--- src/logic/sscc_pkg.sv ---
// package for the sar conversion state control block
// assumes a single 100 MHz internal oscillator clock
package sscc_pkg;
   localparam int RES_W          = 20;
   localparam int RANGE_W        = 3;
   localparam int TRIM_W         = 5;
   localparam int CLK_PERIOD_NS  = 10;
   localparam int TCONV_MIN_NS   = 300;
   localparam int TCONV_MAX_NS   = 600;
   // least time rounds up, longest rounds down
   localparam int CONV_MIN_CYC   = (TCONV_MIN_NS + CLK_PERIOD_NS - 1) / CLK_PERIOD_NS;
   localparam int CONV_MAX_CYC   = TCONV_MAX_NS / CLK_PERIOD_NS;
   localparam logic [2:0] RANGE_RST = 3'h0;
   localparam logic [4:0] TRIM_RST  = 5'h00;
   localparam logic [19:0] CODE_NEG_FS = 20'h80000;
   localparam logic [19:0] CODE_POS_FS = 20'h7ffff;
   localparam logic [19:0] CODE_ZERO   = 20'h00000;

   typedef enum logic [1:0] {
      SSCC_RST  = 2'b00,
      SSCC_ACQ  = 2'b01,
      SSCC_CONV = 2'b10
   } sscc_state_t;

   typedef struct packed {
      logic        done;
      logic [19:0] code;
   } sscc_result_t;

   typedef struct packed {
      logic [2:0] range_sel;
      logic [4:0] trim;
   } sscc_ref_cfg_t;
endpackage

--- src/logic/sscc_top.sv ---
// conversion state control: reset, acquire, convert sequencing and result coding
// assumes the comparator answers each trial bit within one clock and the
// interface module delivers start and config synchronous to this clock

module sscc_top
   import sscc_pkg::*;
#(
   parameter int EXTRA_MAX = CONV_MAX_CYC - CONV_MIN_CYC - RES_W
) (
   input  wire logic                 clock,
   input  wire logic                 rst_n,
   input  wire logic                 conversion_start_pin,
   input  wire logic                 cfg_we,
   input  wire sscc_ref_cfg_t        cfg_in,
   input  wire logic                 comp_in,
   input  wire logic                 ovr_pos,
   input  wire logic                 ovr_neg,
   output sscc_result_t              result_out,
   output logic                      sample_p_q,
   output logic                      sample_n_q,
   output logic                      hold_q,
   output logic [RES_W-1:0]          trial_q,
   output sscc_ref_cfg_t             ref_cfg_q,
   output logic [TRIM_W-1:0]         reference_trim_offset
);
   // ==========================================================
   // state
   sscc_state_t        state_q;
   logic               start_d1_q;
   logic [RES_W-1:0]   sar_q;
   logic [4:0]         bit_q;
   logic [7:0]         wait_q;
   logic [7:0]         lfsr_q;
   logic               start_rise;

   function automatic logic [RES_W-1:0] sat_code(input logic [RES_W-1:0] raw,
                                                 input logic pos, input logic neg);
      if (neg)
         return CODE_NEG_FS;
      else if (pos)
         return CODE_POS_FS;
      else
         return raw ^ {1'b1, {(RES_W-1){1'b0}}};
   endfunction

   assign start_rise = conversion_start_pin & ~start_d1_q;

   always_ff @(posedge clock or negedge rst_n) begin
      if (!rst_n)
         start_d1_q <= 1'b0;
      else
         start_d1_q <= conversion_start_pin;
   end

   // ==========================================================
   // state machine, clocked by the internal oscillator
   always_ff @(posedge clock or negedge rst_n) begin
      if (!rst_n) begin
         state_q <= SSCC_RST;
      end else begin
         case (state_q)
            SSCC_RST:  state_q <= SSCC_ACQ;
            SSCC_ACQ:  if (start_rise) state_q <= SSCC_CONV;
            SSCC_CONV: if (bit_q == 5'h0 && wait_q == 8'h00) state_q <= SSCC_ACQ;
            default:   state_q <= SSCC_RST;
         endcase
      end
   end

   // ==========================================================
   // successive approximation, then a pseudo random settle tail
   // tail keeps duration inside the limits while varying it
   always_ff @(posedge clock or negedge rst_n) begin
      if (!rst_n) begin
         sar_q  <= '0;
         trial_q <= '0;
         bit_q  <= 5'h0;
         wait_q <= 8'h00;
         lfsr_q <= 8'h01;
      end else begin
         lfsr_q <= {lfsr_q[6:0], lfsr_q[7] ^ lfsr_q[5] ^ lfsr_q[4] ^ lfsr_q[3]};
         if (state_q == SSCC_ACQ && start_rise) begin
            // trial mirrors sar so the comparator judges the bit now under test
            sar_q  <= {1'b1, {(RES_W-1){1'b0}}};
            trial_q <= {1'b1, {(RES_W-1){1'b0}}};
            bit_q  <= 5'(RES_W);
            wait_q <= 8'(CONV_MIN_CYC - RES_W) + 8'(int'(lfsr_q) % (EXTRA_MAX + 1));
         end else if (state_q == SSCC_CONV) begin
            if (bit_q != 5'h0) begin
               // trial bit kept or dropped by comparator on the held difference
               if (!comp_in) begin
                  sar_q[bit_q-5'h1]   <= 1'b0;
                  trial_q[bit_q-5'h1] <= 1'b0;
               end
               if (bit_q > 5'h1) begin
                  sar_q[bit_q-5'h2]   <= 1'b1;
                  trial_q[bit_q-5'h2] <= 1'b1;
               end
               bit_q <= bit_q - 5'h1;
            end else if (wait_q != 8'h00) begin
               wait_q <= wait_q - 8'h01;
            end
         end
      end
   end

   // ==========================================================
   // sampling switches
   always_ff @(posedge clock or negedge rst_n) begin
      if (!rst_n) begin
         sample_p_q <= 1'b0;
         sample_n_q <= 1'b0;
         hold_q     <= 1'b0;
      end else begin
         sample_p_q <= (state_q == SSCC_ACQ) && !start_rise;
         sample_n_q <= (state_q == SSCC_ACQ) && !start_rise;
         hold_q     <= (state_q == SSCC_CONV) || start_rise;
      end
   end

   // ==========================================================
   // done status and result to the interface module
   always_ff @(posedge clock or negedge rst_n) begin
      if (!rst_n) begin
         result_out <= '{done: 1'b0, code: CODE_ZERO};
      end else if (state_q == SSCC_ACQ && start_rise) begin
         result_out.done <= 1'b0;
      end else if (state_q == SSCC_CONV && bit_q == 5'h0 && wait_q == 8'h00) begin
         result_out.done <= 1'b1;
         result_out.code <= sat_code(sar_q, ovr_pos, ovr_neg);
      end else if (state_q == SSCC_RST) begin
         result_out.done <= 1'b1;
      end
   end

   // ==========================================================
   // reference configuration; range choice is software's job
   always_ff @(posedge clock or negedge rst_n) begin
      if (!rst_n) begin
         ref_cfg_q             <= '{range_sel: RANGE_RST, trim: TRIM_RST};
         reference_trim_offset <= TRIM_RST;
      end else begin
         if (state_q == SSCC_RST) begin
            ref_cfg_q <= '{range_sel: RANGE_RST, trim: TRIM_RST};
         end else if (cfg_we) begin
            ref_cfg_q <= cfg_in;
         end
         reference_trim_offset <= ref_cfg_q.trim;
      end
   end
   // transfer clocking is owned by the interface module
endmodule // sscc_top
--- config.mk ---
export PLATFORM = sky130hd
export DESIGN_NAME = sscc_top
export DESIGN_NICKNAME = d
export VERILOG_FILES = /design/src/logic/sscc_pkg.sv /design/src/logic/sscc_top.sv
export SDC_FILE = /design/constraint.sdc
export NUM_CORES = 1
export LEC_CHECK = 0
export BUFFER_PORTS_ARGS = -buffer_cell sky130_fd_sc_hd__buf_2
export CORE_ASPECT_RATIO = 2
export CORE_MARGIN = 4
export CORE_UTILIZATION = 39
export CTS_BUF_LIST = sky130_fd_sc_hd__clkbuf_8 sky130_fd_sc_hd__clkbuf_16
export CTS_CLUSTER_DIAMETER = 100
export DETAILED_ROUTE_END_ITERATION = 6
export PLACE_DENSITY_LB_ADDON = 0.05
export RECOVER_POWER = 50
export SYNTH_ARGS = -nofsm -noshare
export SYNTH_HDL_FRONTEND = slang
export SYNTH_SLANG_ARGS = --single-unit
--- constraint.sdc ---
create_clock -name clock -period 7.95 [get_ports clock]
set_input_delay 1.59 -clock clock [delete_from_list [all_inputs] [get_ports clock]]
set_output_delay 1.59 -clock clock [all_outputs]
set_load 0.1 [all_outputs]
==> flow_summary.ini <==
[route]
detailedRoute.firstIterationViolations = 180
antenna_left = 0
drt_first_pass_iters = 4
vias_per_cell = 5.50
via_count = 5199
drt-total-wl_mm = 17.6
wl_per_cell_microns = 18.6
route.detailed.drc = 0

[critical_path]
worstSetupPathType = register to register
arrival_ns = 6.94
critPathLaunchType = register
timing.critical_path.mode_cell = ha_1
crit_path_end_kind = register
timing.critical_path.slowest_stage_cell = dfrtp_1
worstPathMaxFanout = 19
worst-endpoint-required_ns = 8.14
crit_path_max_incr_delay_ns = 0.60

[clocking]
cts_hold_buf = 0
cts_tree = done
clockBufferDepth = 2
postCtsResizedCells = 0
cts.clk_slew.worst_paths_ns = 0.07
htreeDepth = 3
numCtsBuffers = 9
clkSinkCount = 100
clk_root_buffer_cell = clkbuf_16
clkLatencyLatePin_ns = 0.35
post_cts_repair_setup_buffers = 0

[cells_and_area]
num-fill-cells = 1575
post_route_core_utilization_pct = 44.2
layout-drive-gt1-share_pct = 17.3
syn2layout_area_growth_pct = 11.8
antenna_cells = 0
fin_nets = 768

[yosys]
synth_cell_type_count = 87
async_reset_ff_share_pct = 100
post_synth_net_total = 719
syn-instance-count = 691
synth_top_area_share_pct = 39.9
yosys.cell_count.top_type = dfrtp_1
synth_enable_flop_cells = 0
yosys_warnings = 0
post_synth_instance_area_sq_um = 6200
ys.flop_type = dfrtp_1
avgSynthCellArea_sq_um = 8.98
synth_area_leaders = dfrtp_1 40%, nand2_1 5.1%, nor2_1 4.8%, o21ai_0 3.3%, a21o_1 3.3%
yosysSeqAreaShare_pct = 40.4
ys_seq_elements = 100
netlist_top_cells_count = 99 x dfrtp_1, 84 x nand2_1, 79 x nor2_1
yosysTopAreaCell = dfrtp_1

[sta]
tightest_slew_ns = 3.73
fin_crit_ns = 6.75
final_hold_slack_ns = 0.402
finalClockSkew_ns = 0.00774
top_achievable_clock_speed_ghz = 0.148
slew_headroom_pct = -149
crit_share_post_route_pct = 84.9
rsz0062_at_grt = false
hold_viol = 0
drv_slew = 144
setup_viol_count_final = 0
finalSetupTns_ns = 0

[global_routing]
grt_start_max_net_pins = 69
antenna_found_initial = 0
grt_pass1_wl_mm = 28.7
first_global_vias = 5467
grt_usage_pct = 19.9
globalRoute.totalOverflow = 0

[floorplanning]
horizontal_extent_of_the_die_microns = 97.2
placementRows = 65
die_outline_area_sq_um = 18100
io_pins = 72
initial_utilization_pct = 39.5
fp.coreArea_sq_um = 15700
die_height_microns = 186

[status]
violations = max-capacitance violations, max-slew violations
run_status = finished, violations left

[placed_design]
place.detailed.hpwl_mm = 13.9
port_buffers = 71
finalWeightedCongestion = 0.927

[pwr]
areal_power_density_over_the_cells_nw_per_um2 = 321
total_leakage_power_nw = 3.15
maximum_vdd_drop_v = 0.000129

[run]
max-cap-violations = 3

[min_path]
hold_crit_path_type = register to register
[power by group]
part	total (mW)	switching [mW]	internal [mW]
registers	0.759	0.108	0.651
logic	1.02	0.791	0.229
clock network	0.446	0.194	0.252
total	2.23	1.09	1.13
[routing by layer]
layer / global-route usage (%) / up-vias / routed length (microns) / part of all wire [%]
met2: 38.6 / 127 / 10100 / 57
li1: - / 2535 / - / -
met1: 18.6 / 2481 / 5950 / 34
met4: 12.4 / 0 / 1050 / 6.0
met3: 3.48 / 56 / 540 / 3.1
met5: 0 / - / 0 / 0
[sequential cells by signal, indices dropped and copies added (netlist names)]
signal,flops
result_out,21
sar_q,20
trial_q,20
lfsr_q,8
ref_cfg_q,8
wait_q,8
bit_q,5
reference_trim_offset,5
state_q,2
hold_q,1
sample_n_q,1
start_d1_q,1
[kinds of logic (layout without fill, tap and decap cells)]
family / count (synthesis) / in the layout / synth area share (%)
AO/OA/AOI/OAI: 200 / 200 / 24.0
XOR/XNOR: 24 / 24 / 3.39
adder cells (fa/ha/maj): 13 / 13 / 2.62
buffers and inverters: 72 / 125 / 5.20
flip-flops: 100 / 100 / 40.4
multiplexers: 15 / 15 / 2.86
AND/OR/NAND/NOR: 267 / 267 / 21.5
[worst paths after layout]
check	startpoint	end	slack [ns]	cells past startpoint
min in group asynchronous	rst_n	result_out[13]	1.67	1
max reg2reg	lfsr_q[4]	wait_q[5]	1.20	30
min reg2reg	ref_cfg_q[1]	reference_trim_offset[1]	0.40	0
max in group asynchronous	rst_n	wait_q[0]	1.99	2
min	ref_cfg_q[1]	reference_trim_offset[1]	0.40	0
max	lfsr_q[4]	wait_q[5]	1.20	30
[stage by stage]
| step | setup slack [ns] | std cells | power, mW | instance area [sq um] |
|---|---|---|---|---|
| 6_report | 1.20 | 945 | 2.23 | 6940 |
| 5_1_grt | 0.670 | 945 | 2.36 | 6940 |
| 4_1_cts | 1.28 | 945 | 2.25 | 6960 |
| 3_5_place_dp | 1.31 | 930 | 1.79 | 6660 |
| 3_3_place_gp | 1.46 | 930 | 1.78 | 6660 |
| 2_1_floorplan | 2.27 | 691 | 1.57 | 6200 |
[final cells by class]
cell class              count  area, sq um  share of cell area (%)
clock buffers              10          239                    3.45
clock inverters             5         60.1                   0.866
inverters                  33          124                    1.79
multi-input cells         519         3380                    48.7
flip-flops and latches    100         2500                    36.1
well taps                 201          251                    3.63
repair buffers             77          382                    5.50
[critical path, delay by kind of cell, from the launching register on]
family | cells | cell delay, ns
mux | 1 | 0.40
xor+xnor | 2 | 0.33
flops | 1 | 0.60
fa+ha+maj | 4 | 1.06
simple gates | 8 | 1.30
buf+inv | 4 | 0.36
compound gates | 11 | 2.51
[cell usage in the layout, fill, tap and decap left out, drive strengths merged, types with 3 or more instances in the layout]
cell type	instances
dfrtp	99
nand2	84
nor2	81
buf	70
o21ai	46
a21oi	34
inv	33
a21o	27
o31ai	27
nand3	20
xnor2	17
clkbuf	17
nand2b	16
nor3	16
a31oi	14
ha	13
mux2i	13
and3	7
xor2	7
o211ai	7
or3	6
and2	6
nor2b	5
o22ai	5
nand4	4
a21boi	4
nor4	4
or2	4
nand3b	3
a211o	3
a311oi	3
or4	3
o21a	3
nor3b	3
a2111oi	3
clkinv	3
a211oi	3
No activity file was read; power rests on OpenSTA's default activity.
